**src/rtl/otpc_pkg.sv**
```systemverilog
// Constants and carrier types for oscillator trim and RAM power control
package otpc_pkg;

  // Register indices; byte address is four times the index
  localparam logic [31:0] STAT_IDX = 32'h50000014;
  localparam logic [31:0] TRIM_IDX = 32'h50000016;
  localparam logic [31:0] RAM_IDX  = 32'h50000018;
  localparam logic [31:0] RC_IDX   = 32'h50000020;
  localparam logic [31:0] XK_IDX   = 32'h50000022;
  localparam int          DEC_W    = 12;

  // Crystal trim control fields
  localparam int SETTLE_LSB = 8;
  localparam int TSEL_LSB   = 6;
  localparam int CNTN_LSB   = 0;
  localparam logic [15:0] TRIM_RST  = 16'h3f22;
  localparam logic [15:0] TRIM_MASK = 16'h3fff;
  localparam logic [1:0]  TSEL_CNT  = 2'h0;
  localparam logic [1:0]  TSEL_AMP  = 2'h1;
  localparam logic [1:0]  TSEL_OFF  = 2'h2;
  localparam logic [1:0]  TSEL_TWO  = 2'h3;

  // RAM bank power fields, two bits per bank
  localparam int          NBANK    = 3;
  localparam logic [15:0] RAM_RST  = 16'h0000;
  localparam logic [15:0] RAM_MASK = 16'h003f;

  // Slow RC control
  localparam int          RC_OFF_BIT  = 0;
  localparam int          RC_TRIM_LSB = 1;
  localparam logic [15:0] RC_RST      = 16'h000e;
  localparam logic [15:0] RC_MASK     = 16'h001f;

  // Slow crystal control
  localparam int          XK_ON_BIT   = 0;
  localparam int          XK_RES_LSB  = 1;
  localparam int          XK_CUR_LSB  = 3;
  localparam int          XK_AREG_BIT = 7;
  localparam logic [15:0] XK_RST      = 16'h002e;
  localparam logic [15:0] XK_MASK     = 16'h00ff;

  // Status bits
  localparam int STAT_SETTLED_BIT = 7;
  localparam int STAT_TRIMRDY_BIT = 6;

  // Timing: 32 us ramp timeout at a 4 ns clock, rounded down
  localparam int          CLK_PERIOD_PS = 4000;
  localparam int          TIMEOUT_US    = 32;
  localparam logic [13:0] TIMEOUT_CYC   =
    14'(TIMEOUT_US * 1000000 / CLK_PERIOD_PS);

  localparam logic [1:0] RESP_OKAY   = 2'h0;
  localparam logic [1:0] RESP_SLVERR = 2'h2;

  typedef enum logic [2:0] {
    OTPC_TRIM_START = 3'b001,
    OTPC_TRIM_RAMP  = 3'b010,
    OTPC_TRIM_FINAL = 3'b100
  } otpc_trim_t;

  typedef struct packed {
    logic access_en;
    logic retain;
    logic off;
  } otpc_bank_t;

  typedef struct packed {
    logic [3:0] rc_trim;
    logic       rc_off;
    logic       xk_ampreg_off;
    logic [3:0] xk_bias_cur;
    logic [1:0] xk_bias_res;
    logic       xk_on;
  } otpc_osc_t;

endpackage

```
**src/rtl/otpc_top.sv**
```systemverilog
// Oscillator trim sequencing, settle counter, RAM bank power and slow osc
`timescale 1ns/1ps
module otpc_top #(
  parameter logic [13:0] TIMEOUT_CYC = otpc_pkg::TIMEOUT_CYC
) (
  input  wire logic                  aclk,
  input  wire logic                  aresetn,
  input  wire logic [31:0]           awaddr,
  input  wire logic                  awvalid,
  output logic                       awready,
  input  wire logic [31:0]           wdata,
  input  wire logic [3:0]            wstrb,
  input  wire logic                  wvalid,
  output logic                       wready,
  output logic [1:0]                 bresp,
  output logic                       bvalid,
  input  wire logic                  bready,
  input  wire logic [31:0]           araddr,
  input  wire logic                  arvalid,
  output logic                       arready,
  output logic [31:0]                rdata,
  output logic [1:0]                 rresp,
  output logic                       rvalid,
  input  wire logic                  rready,
  input  wire logic                  xtal_clk_in,
  input  wire logic                  xtal_amp_ramping,
  input  wire logic                  xtal_running,
  input  wire logic                  deep_power_mode,
  output otpc_pkg::otpc_trim_t       trim_sel_q,
  output logic                       fast_crystal_settled_flag,
  output otpc_pkg::otpc_bank_t [2:0] bank_q,
  output otpc_pkg::otpc_osc_t        osc_q
);

  function automatic logic reg_hit(input logic [31:0] addr,
                                   input logic [31:0] idx);
    reg_hit = addr[otpc_pkg::DEC_W-1:0] ==
              {idx[otpc_pkg::DEC_W-3:0], 2'b00};
  endfunction

  function automatic logic [15:0] merge(input logic [15:0] old,
                                        input logic [31:0] data,
                                        input logic [3:0]  strb,
                                        input logic [15:0] mask);
    logic [15:0] m;
    m = {{8{strb[1]}}, {8{strb[0]}}} & mask;
    merge = (old & ~m) | (data[15:0] & m);
  endfunction

  // Deep modes keep only even codes; odd codes lose their contents
  function automatic otpc_pkg::otpc_bank_t bank_dec(input logic [1:0] c,
                                                    input logic deep);
    otpc_pkg::otpc_bank_t b;
    b = '0;
    if (deep)
    begin
      b.retain = ~c[0];
      b.off    = c[0];
    end
    else
    begin
      b.access_en = ~c[1];
      b.retain    = (c == 2'h2);
      b.off       = (c == 2'h3);
    end
    bank_dec = b;
  endfunction

  // Register file and bus slave
  logic [15:0] trim_q;
  logic [15:0] ram_q;
  logic [15:0] rc_q;
  logic [15:0] xk_q;
  logic        aw_have_q;
  logic        w_have_q;
  logic [31:0] awaddr_q;
  logic [31:0] wdata_q;
  logic [3:0]  wstrb_q;
  logic        bvalid_q;
  logic [1:0]  bresp_q;
  logic        rvalid_q;
  logic [31:0] rdata_q;
  logic [1:0]  rresp_q;
  logic        do_wr;
  logic        wr_hit;
  logic        rd_hit;
  logic [15:0] stat_w;

  assign awready = ~aw_have_q & ~bvalid_q;
  assign wready  = ~w_have_q & ~bvalid_q;
  assign do_wr   = aw_have_q & w_have_q & ~bvalid_q;
  assign bvalid  = bvalid_q;
  assign bresp   = bresp_q;
  assign arready = ~rvalid_q;
  assign rvalid  = rvalid_q;
  assign rdata   = rdata_q;
  assign rresp   = rresp_q;

  assign wr_hit = reg_hit(awaddr_q, otpc_pkg::TRIM_IDX) |
                  reg_hit(awaddr_q, otpc_pkg::RAM_IDX)  |
                  reg_hit(awaddr_q, otpc_pkg::RC_IDX)   |
                  reg_hit(awaddr_q, otpc_pkg::XK_IDX)   |
                  reg_hit(awaddr_q, otpc_pkg::STAT_IDX);
  assign rd_hit = reg_hit(araddr, otpc_pkg::TRIM_IDX) |
                  reg_hit(araddr, otpc_pkg::RAM_IDX)  |
                  reg_hit(araddr, otpc_pkg::RC_IDX)   |
                  reg_hit(araddr, otpc_pkg::XK_IDX)   |
                  reg_hit(araddr, otpc_pkg::STAT_IDX);

  always_ff @(posedge aclk)
  begin
    if (!aresetn)
    begin
      aw_have_q <= 1'b0;
      awaddr_q  <= '0;
    end
    else if (awvalid && awready)
    begin
      aw_have_q <= 1'b1;
      awaddr_q  <= awaddr;
    end
    else if (do_wr)
      aw_have_q <= 1'b0;
  end

  always_ff @(posedge aclk)
  begin
    if (!aresetn)
    begin
      w_have_q <= 1'b0;
      wdata_q  <= '0;
      wstrb_q  <= '0;
    end
    else if (wvalid && wready)
    begin
      w_have_q <= 1'b1;
      wdata_q  <= wdata;
      wstrb_q  <= wstrb;
    end
    else if (do_wr)
      w_have_q <= 1'b0;
  end

  always_ff @(posedge aclk)
  begin
    if (!aresetn)
    begin
      bvalid_q <= 1'b0;
      bresp_q  <= otpc_pkg::RESP_OKAY;
    end
    else if (do_wr)
    begin
      bvalid_q <= 1'b1;
      bresp_q  <= wr_hit ? otpc_pkg::RESP_OKAY : otpc_pkg::RESP_SLVERR;
    end
    else if (bready)
      bvalid_q <= 1'b0;
  end

  // Reserved bits are masked on write so they always read as zero
  always_ff @(posedge aclk)
  begin
    if (!aresetn)
    begin
      trim_q <= otpc_pkg::TRIM_RST;
      ram_q  <= otpc_pkg::RAM_RST;
      rc_q   <= otpc_pkg::RC_RST;
      xk_q   <= otpc_pkg::XK_RST;
    end
    else if (do_wr)
    begin
      if (reg_hit(awaddr_q, otpc_pkg::TRIM_IDX))
        trim_q <= merge(trim_q, wdata_q, wstrb_q, otpc_pkg::TRIM_MASK);
      if (reg_hit(awaddr_q, otpc_pkg::RAM_IDX))
        ram_q <= merge(ram_q, wdata_q, wstrb_q, otpc_pkg::RAM_MASK);
      if (reg_hit(awaddr_q, otpc_pkg::RC_IDX))
        rc_q <= merge(rc_q, wdata_q, wstrb_q, otpc_pkg::RC_MASK);
      if (reg_hit(awaddr_q, otpc_pkg::XK_IDX))
        xk_q <= merge(xk_q, wdata_q, wstrb_q, otpc_pkg::XK_MASK);
    end
  end

  always_comb
  begin
    stat_w = '0;
    stat_w[otpc_pkg::STAT_SETTLED_BIT] = fast_crystal_settled_flag;
    stat_w[otpc_pkg::STAT_TRIMRDY_BIT] =
      (trim_sel_q == otpc_pkg::OTPC_TRIM_FINAL);
  end

  always_ff @(posedge aclk)
  begin
    if (!aresetn)
    begin
      rvalid_q <= 1'b0;
      rdata_q  <= '0;
      rresp_q  <= otpc_pkg::RESP_OKAY;
    end
    else if (arvalid && arready)
    begin
      rvalid_q <= 1'b1;
      rresp_q  <= rd_hit ? otpc_pkg::RESP_OKAY : otpc_pkg::RESP_SLVERR;
      if (reg_hit(araddr, otpc_pkg::TRIM_IDX))
        rdata_q <= {16'h0000, trim_q};
      else if (reg_hit(araddr, otpc_pkg::RAM_IDX))
        rdata_q <= {16'h0000, ram_q};
      else if (reg_hit(araddr, otpc_pkg::RC_IDX))
        rdata_q <= {16'h0000, rc_q};
      else if (reg_hit(araddr, otpc_pkg::XK_IDX))
        rdata_q <= {16'h0000, xk_q};
      else if (reg_hit(araddr, otpc_pkg::STAT_IDX))
        rdata_q <= {16'h0000, stat_w};
      else
        rdata_q <= '0;
    end
    else if (rready)
      rvalid_q <= 1'b0;
  end

  // Pin synchronisers: crystal clock, amplitude ramp, crystal running
  logic [2:0] pin_in;
  logic [2:0] pin_f_q;
  assign pin_in = {xtal_running, xtal_amp_ramping, xtal_clk_in};

  for (genvar i = 0; i < 3; i++)
  begin : g_sync
    logic [2:0] s_q;
    always_ff @(posedge aclk)
    begin
      if (!aresetn)
        s_q <= '0;
      else
        s_q <= {s_q[1:0], pin_in[i]};
    end
    always_ff @(posedge aclk)
    begin
      if (!aresetn)
        pin_f_q[i] <= 1'b0;
      else if (s_q[1] == s_q[2])
        pin_f_q[i] <= s_q[2];
    end
  end

  logic xclk_prev_q;
  logic xclk_rise;
  logic run_f;
  logic amp_f;
  assign run_f     = pin_f_q[2];
  assign amp_f     = pin_f_q[1];
  assign xclk_rise = pin_f_q[0] & ~xclk_prev_q;

  always_ff @(posedge aclk)
  begin
    if (!aresetn)
      xclk_prev_q <= 1'b0;
    else
      xclk_prev_q <= pin_f_q[0];
  end

  // Crystal cycle counter saturates so a long run never wraps back
  logic [11:0] crystal_cycle_counter_q;
  logic [11:0] settle_thr;
  logic [11:0] switch_thr;
  logic [1:0]  tsel;
  assign settle_thr = {trim_q[otpc_pkg::SETTLE_LSB +: 6], 6'h00};
  assign switch_thr = {1'b0, trim_q[otpc_pkg::CNTN_LSB +: 6], 5'h00};
  assign tsel       = trim_q[otpc_pkg::TSEL_LSB +: 2];

  always_ff @(posedge aclk)
  begin
    if (!aresetn || !run_f)
      crystal_cycle_counter_q <= '0;
    else if (xclk_rise && crystal_cycle_counter_q != 12'hfff)
      crystal_cycle_counter_q <= crystal_cycle_counter_q + 12'h001;
  end

  always_ff @(posedge aclk)
  begin
    if (!aresetn || !run_f)
      fast_crystal_settled_flag <= 1'b0;
    else if (crystal_cycle_counter_q >= settle_thr)
      fast_crystal_settled_flag <= 1'b1;
  end

  logic [13:0] timer_q;
  always_ff @(posedge aclk)
  begin
    if (!aresetn || !run_f || trim_sel_q != otpc_pkg::OTPC_TRIM_START)
      timer_q <= '0;
    else if (timer_q != TIMEOUT_CYC)
      timer_q <= timer_q + 14'h0001;
  end

  // Trim sequencer; reset shows final trim, matching the ready bit default
  otpc_pkg::otpc_trim_t trim_d;
  always_comb
  begin
    trim_d = trim_sel_q;
    if (tsel == otpc_pkg::TSEL_OFF)
      trim_d = otpc_pkg::OTPC_TRIM_FINAL;
    else if (!run_f)
      trim_d = otpc_pkg::OTPC_TRIM_START;
    else
    begin
      unique case (trim_sel_q)
        otpc_pkg::OTPC_TRIM_START:
        begin
          if (tsel == otpc_pkg::TSEL_CNT &&
              crystal_cycle_counter_q >= switch_thr)
            trim_d = otpc_pkg::OTPC_TRIM_FINAL;
          else if (tsel == otpc_pkg::TSEL_AMP && amp_f)
            trim_d = otpc_pkg::OTPC_TRIM_FINAL;
          else if (tsel == otpc_pkg::TSEL_TWO && timer_q == TIMEOUT_CYC)
            trim_d = otpc_pkg::OTPC_TRIM_RAMP;
        end
        otpc_pkg::OTPC_TRIM_RAMP:
        begin
          if (amp_f)
            trim_d = otpc_pkg::OTPC_TRIM_FINAL;
        end
        otpc_pkg::OTPC_TRIM_FINAL:
          trim_d = otpc_pkg::OTPC_TRIM_FINAL;
      endcase
    end
  end

  always_ff @(posedge aclk)
  begin
    if (!aresetn)
      trim_sel_q <= otpc_pkg::OTPC_TRIM_FINAL;
    else
      trim_sel_q <= trim_d;
  end

  // Bank controls; software must only retarget an idle bank
  for (genvar b = 0; b < otpc_pkg::NBANK; b++)
  begin : g_bank
    always_ff @(posedge aclk)
    begin
      if (!aresetn)
        bank_q[b] <= bank_dec(2'h0, 1'b0);
      else
        bank_q[b] <= bank_dec(ram_q[2*b +: 2], deep_power_mode);
    end
  end

  always_ff @(posedge aclk)
  begin
    if (!aresetn)
      osc_q <= '0;
    else
    begin
      osc_q.rc_trim       <= rc_q[otpc_pkg::RC_TRIM_LSB +: 4];
      osc_q.rc_off        <= rc_q[otpc_pkg::RC_OFF_BIT];
      osc_q.xk_ampreg_off <= xk_q[otpc_pkg::XK_AREG_BIT];
      osc_q.xk_bias_cur   <= xk_q[otpc_pkg::XK_CUR_LSB +: 4];
      osc_q.xk_bias_res   <= xk_q[otpc_pkg::XK_RES_LSB +: 2];
      osc_q.xk_on         <= xk_q[otpc_pkg::XK_ON_BIT];
    end
  end
endmodule

```
**config.mk**
```make
export PLATFORM = sky130hd
export DESIGN_NAME = otpc_top
export DESIGN_NICKNAME = d
export VERILOG_FILES = /design/src/rtl/otpc_pkg.sv /design/src/rtl/otpc_top.sv
export SDC_FILE = /design/constraint.sdc
export NUM_CORES = 1
export LEC_CHECK = 0
export BUFFER_PORTS_ARGS = -buffer_cell sky130_fd_sc_hd__buf_2
export CAP_MARGIN = 20
export CORE_MARGIN = 4
export CORE_UTILIZATION = 52
export DETAILED_ROUTE_END_ITERATION = 10
export PLACE_DENSITY = 0.83
export SYNTH_ARGS = -nofsm -noshare
export SYNTH_HDL_FRONTEND = slang
export SYNTH_SLANG_ARGS = --single-unit
```
**constraint.sdc**
```tcl
create_clock -name aclk -period 2.4 [get_ports aclk]
set_input_delay 0.12 -clock aclk [delete_from_list [all_inputs] [get_ports aclk]]
set_output_delay 0.12 -clock aclk [all_outputs]
set_load 0.01 [all_outputs]
```
==> results.md, run 1 <==
- H-tree Lvls: 4
- Die Area: 0.0139 mm²
- Met3 wire length: 872 µm
- Die Y-Extent: 118 µm
- Vias: 5271
- VDD IR max: 0.000482 V
- Post-DP HPWL: 9480 µm
- Post-synth EDFFs: 0
- Worst-Margin Slew: 632 ps
- Period utilization: 0.879
- Row count: 39
- Synth area leaders: dfxtp_1, nand2_1, a21boi_0, mux2i_1, ha_1
- Ys async rst share: 0
- Warnings from Yosys: 0
- Clk slew on worst S/H paths: 60 ps
- Post-Syn Area: 0.00628 mm²
- Routed Antenna Nets: 0
- Worst-skew pair later-pin latency: 420 ps
- Core area: 0.0116 mm²
- Critical path origin: awaddr_q[11]
- Worst setup margin: 291 ps
- Crit Path Max Fanout: 14
- CTS root buf: clkbuf_16
- Status: completed
- First-pass GRT wire length: 24200 µm
- Reg2Reg Depth: 5
- CP startpoint kind: flip-flop
- DRC viols: 0
- Top cell type by total area after synthesis: dfxtp_1
- Pwr dens: 690 mW/mm²
- # diodes: 0
- CP required: 2700 ps
- Num ports: 178
- Netlist cell types: 66
- Final setup TNS: 0 ps
- CTS tree: built
- Routed met1 length: 6250 µm
- Routed wl met2: 6670 µm
- # clock sinks: 146
- Die W: 118 µm
- Initial core utilization: 0.541
- Endpoints failing setup: 0
- FF-to-FF Start: awaddr_q[11]
- Via density: 5.42
- Commonest non-fill, non-tap cell in the layout: dfxtp_1
- Syn-to-layout area delta: 22.2%
- Sequential-to-total area share from yosys stat: 0.466
- Post-CTS Setup Inserts: 0
- Largest net degree at the start of global routing: 119
- Share of layout cells above drive strength 1: 0.183
- Cells after Synth: 694
- Nets: 945
- Placed Area: 0.00679 mm²
- Post-Syn Area per Cell: 9.05 µm²
- Max Cap Viol: 0
- DR pass1 iterations: 5
- Number of global-route vias before repair: 5191
- Iter 0 DRT Violations: 466
- Placer Congestion: 0.902
- Initial antenna violation count: 0
- Most frequent cells in the layout: dfxtp_1, nand2_1, buf_2, a21boi_0, nor2_1
- Min-delay worst type: input pin to flip-flop
- Synth Flop Type: dfxtp_1
- Max layer used: met4
- # fillers: 909
- Top-area cell type share of the netlist area: 0.466
- Total grt overflow: 0
- Pleak: 3.27 nW
- Max Fclk: 474 MHz
- Period minus WS final: 2110 ps
- WL final: 14200 µm
- GRT Total Usage: 0.212
- Power Total: 0.00529 W
- Critical path capture point type: flip-flop
- Total CTS buffers: 17
- Fin. max-slew vios: 0
- Final hold viol count: 0
- RSZ-0062 raised after global routing: false
- Relative slew margins: 0.578
- Critical Path AT: 2410 ps
- Setup CP Type: flip-flop to flip-flop
- PortBufs: 97
- Worst slack, placed: 290 ps
- Hold path cells: 3
- Clk_skew: 4.78 ps
- Fin area: 0.00767 mm²
- R2r setup slk: 290 ps
- Avg WL per Cell: 14.6 µm
- Seq cells post-synth: 146
- CTS Buffer Depth: 2
## cell type report
cell class	instances	area [µm²]	share of cell area
sequential	146	2920	0.381
inverter	30	113	0.0147
tap	143	179	0.0233
multi-input combinational	488	3040	0.397
timing repair buffer	135	868	0.113
clock inverter	8	55.1	0.00718
clock buffer	23	488	0.0636
## what timing repair did
| action | CTS | global route |
|---|---|---|
| endpoints found under the setup margin | 0 | 0 |
| hold buffers | 34 | 0 |
| hold endpoints to repair | 34 | 0 |
| resized for setup | 0 | 0 |
## layer usage
metal	up-vias	track usage
li1	2604	-
met1	2444	0.259
met2	186	0.342
met3	37	0.0605
met4	0	0.104
met5	-	0
## per-stage QoR
stage | util | instances | hold slack [ps]
floorplan | - | 713 | 247
global placement | 0.584 | 908 | 328
detailed placement | 0.584 | 908 | 330
CTS | 0.660 | 973 | 11.1
global route | 0.660 | 973 | 24.5
finish | 0.660 | 973 | 25.1
## power by group
part           internal, W  switching [W]  leakage, nW
sequential         0.00249      0.0000464         1.19
combinational     0.000160       0.000200         1.82
clock              0.00142       0.000978        0.261
total              0.00407        0.00123         3.27
## worst max-delay path, cell delays in order (launching register included)
cell and delay [ps]:
dfxtp_1 310, or4_4 580, nor4_4 440, nand4_4 330, mux2i_1 250, nand2_1 60
## cell families (layout without fill, tap and decap cells)
| group | after synthesis | in the layout | synth area share |
|---|---|---|---|
| multiplexers | 24 | 24 | 0.0385 |
| other | 1 | 20 | 0.000597 |
| buffers and inverters | 79 | 196 | 0.0610 |
| XOR/XNOR | 16 | 16 | 0.0223 |
| adder cells (fa/ha/maj) | 16 | 16 | 0.0319 |
| AO/OA/AOI/OAI | 127 | 127 | 0.140 |
| flip-flops | 146 | 146 | 0.466 |
| AND/OR/NAND/NOR | 285 | 285 | 0.240 |
## worst min-delay path by stage
stage                     slack (ps)         start                to
after CTS                         10      wdata[7]        wdata_q[7]
after global routing              20      wdata[7]        wdata_q[7]
after floorplan                  250   xtal_clk_in  g_sync[0].s_q[0]
final                             30      wdata[7]        wdata_q[7]
after detailed placement         330  xtal_running  g_sync[2].s_q[0]
after global placement           330   xtal_clk_in  g_sync[0].s_q[0]
## synthesized netlist by cell type (5+ instances only)
library cell  instances
nand2_1             118
o21ai_2               6
clkbuf_1             23
a221oi_1              6
inv_1                30
xnor2_1              10
ha_1                 16
buf_4                20
nor3_1                8
dfxtp_1             146
and2_1               26
nand3_1              26
a21oi_1              11
nand2b_1              9
mux2i_1              23
nand3_2               5
nor2_1               38
a21boi_0             40
xor2_1                6
nor2b_1               9
o21ai_0              32
nand4_1               6
Power figures use the tool's default switching activity.
==> run 2, diff against run 1 <==
Settings changed: PLACE_DENSITY 0.83 to unset, PLACE_DENSITY_LB_ADDON set to 0.12.
==> run 2 against run 1 <==
Effect of this change: die area stayed put; register-to-register slack is essentially flat; clock power is 8% higher; largest cell class unchanged; largest power group is now clock.
==> results.md, run 2 (synthesized netlist as in run 1, its figures left out) <==
- Status: completed
- Total CTS buffers: 17
- Combinational Power Share: 0.065
- Worst-Margin Slew: 699 ps
- # clock sinks: 146
- Number of global-route vias before repair: 5013
- Total grt overflow: 0
- Row count: 39
- CTS root buf: clkbuf_16
- Nets: 947
- Endpoints failing setup: 0
- Period utilization: 0.874
- # diodes: 0
- Reg2Reg Depth: 5
- Pwr dens: 709 mW/mm²
- Worst-skew pair later-pin latency: 410 ps
- Max incr delay on CP: 580 ps
- Switching power: 0.00117 W
- Clock power frac: 0.472
- Pleak: 3.30 nW
- Most frequent cells in the layout: dfxtp_1, nand2_1, buf_2, a21boi_0, nor2_1
- Largest net degree at the start of global routing: 65
- Clk_skew: 8.21 ps
- Share of layout cells above drive strength 1: 0.184
- Util after Layout: 0.664
- Worst hold start: deep_power_mode
- Worst path slowest cell: or4_4
- H-tree Lvls: 4
- Die Y-Extent: 118 µm
- Final setup TNS: 0 ps
- Max Cap Viol: 0
- Die W: 118 µm
- Post-CTS sizing: 0
- CTS tree: built
- Placer Congestion: 0.894
- R2r setup slk: 300 ps
- VDD IR max: 0.000406 V
- Crit Path Max Fanout: 14
- CP required: 2680 ps
- First-pass GRT wire length: 23700 µm
- Critical Path AT: 2380 ps
- WL final: 13900 µm
- CP startpoint kind: flip-flop
- Int Pwr: 0.00430 W
- Via density: 5.29
- Final hold viol count: 0
- DR pass1 iterations: 5
- Die Area: 0.0139 mm²
- Initial core utilization: 0.541
- DRC viols: 0
- Setup CP Type: flip-flop to flip-flop
- Cell family with most CP delay: simple AND/OR/NAND/NOR gates
- Hold path cells: 2
- Max Fclk: 477 MHz
- Relative slew margins: 0.533
- Post-DP HPWL: 10100 µm
- Reg power frac: 0.463
- Syn-to-layout area delta: 22.8%
- Avg WL per Cell: 14.3 µm
- Commonest non-fill, non-tap cell in the layout: dfxtp_1
- FF-to-FF Start: awaddr_q[11]
- Core area: 0.0116 mm²
- Vias: 5148
- Fin. max-slew vios: 0
- Routed Antenna Nets: 0
- GRT Total Usage: 0.206
- Num ports: 178
- Worst Hold End: bank_q[5]
- Critical path capture point type: flip-flop
- Iter 0 DRT Violations: 295
- Critical Path, Cell by Cell: or4_4 > nor4_4 > nand4_4 > mux2i_1 > nand2_1
- PortBufs: 97
- Period minus WS final: 2100 ps
- RSZ-0062 raised after global routing: false
- CTS Buffer Depth: 2
- Switching part of the total: 0.214
- Clk slew on worst S/H paths: 50 ps
- Initial antenna violation count: 0
- Crit path buf inv count: 0
- Min-delay worst type: input pin to flip-flop
[run 2: power by group through the flow]
stage / registers, W / logic, W / clock network (W)
detailed placement: 0.00258 / 0.000309 / 0
global placement: 0.00258 / 0.000302 / 0
floorplan: 0.00258 / 0.000211 / 0
CTS: 0.00253 / 0.000352 / 0.00262
finish: 0.00253 / 0.000352 / 0.00258
global route: 0.00254 / 0.000391 / 0.00271
[run 2: repair_timing]
item / CTS / global route
hold buffers: 33 / 0
endpoints found under the hold margin: 32 / 0
setup buffers: 0 / 0
[run 2: how the worst max path moves through the flow]
| stage | from | endpoint | slack, ps | cells past startpoint |
|---|---|---|---|---|
| global placement | awaddr_q[11] | flip-flop | 340 | 5 |
| global route | awaddr_q[11] | flip-flop | 160 | 5 |
| CTS | awaddr_q[11] | flip-flop | 290 | 5 |
| finish | awaddr_q[11] | flip-flop | 300 | 5 |
| floorplan | awaddr_q[11] | flip-flop | 520 | 6 |
| detailed placement | awaddr_q[11] | flip-flop | 290 | 5 |
[run 2: final cells by class]
type                    instances  area, µm²
clock buffers                  25        505
flip-flops and latches        146       2920
inverters                      30        113
multi-input cells             488       3040
repair buffers                137        868
clock inverters                 5       75.1
well taps                     143        179
fillers                       963       3910
[run 2: metrics by stage]
stage          std cells  hold WS (ps)  total power (W)  cell area [µm²]  setup slack, ps
3_5_place_dp         911           336          0.00289             6800              290
4_1_cts              974         0.462          0.00550             7710              285
6_report             974          11.3          0.00546             7710              301
3_3_place_gp         911           333          0.00288             6800              336
5_1_grt              974          18.6          0.00565             7710              159
2_1_floorplan        713           247          0.00279             6350              525
[run 2: worst register-to-register path, stage by stage, from the launching register on]
cell and delay [ps]:
dfxtp_1 310, or4_4 580, nor4_4 430, nand4_4 330, mux2i_1 250, nand2_1 70
[run 2: routing by layer]
layer	share of wire	global-route usage	vias up
li1	-	-	2597
met1	0.46	0.255	2405
met2	0.48	0.347	128
met3	0.048	0.0509	18
met4	0.013	0.0784	0
met5	0	0	-
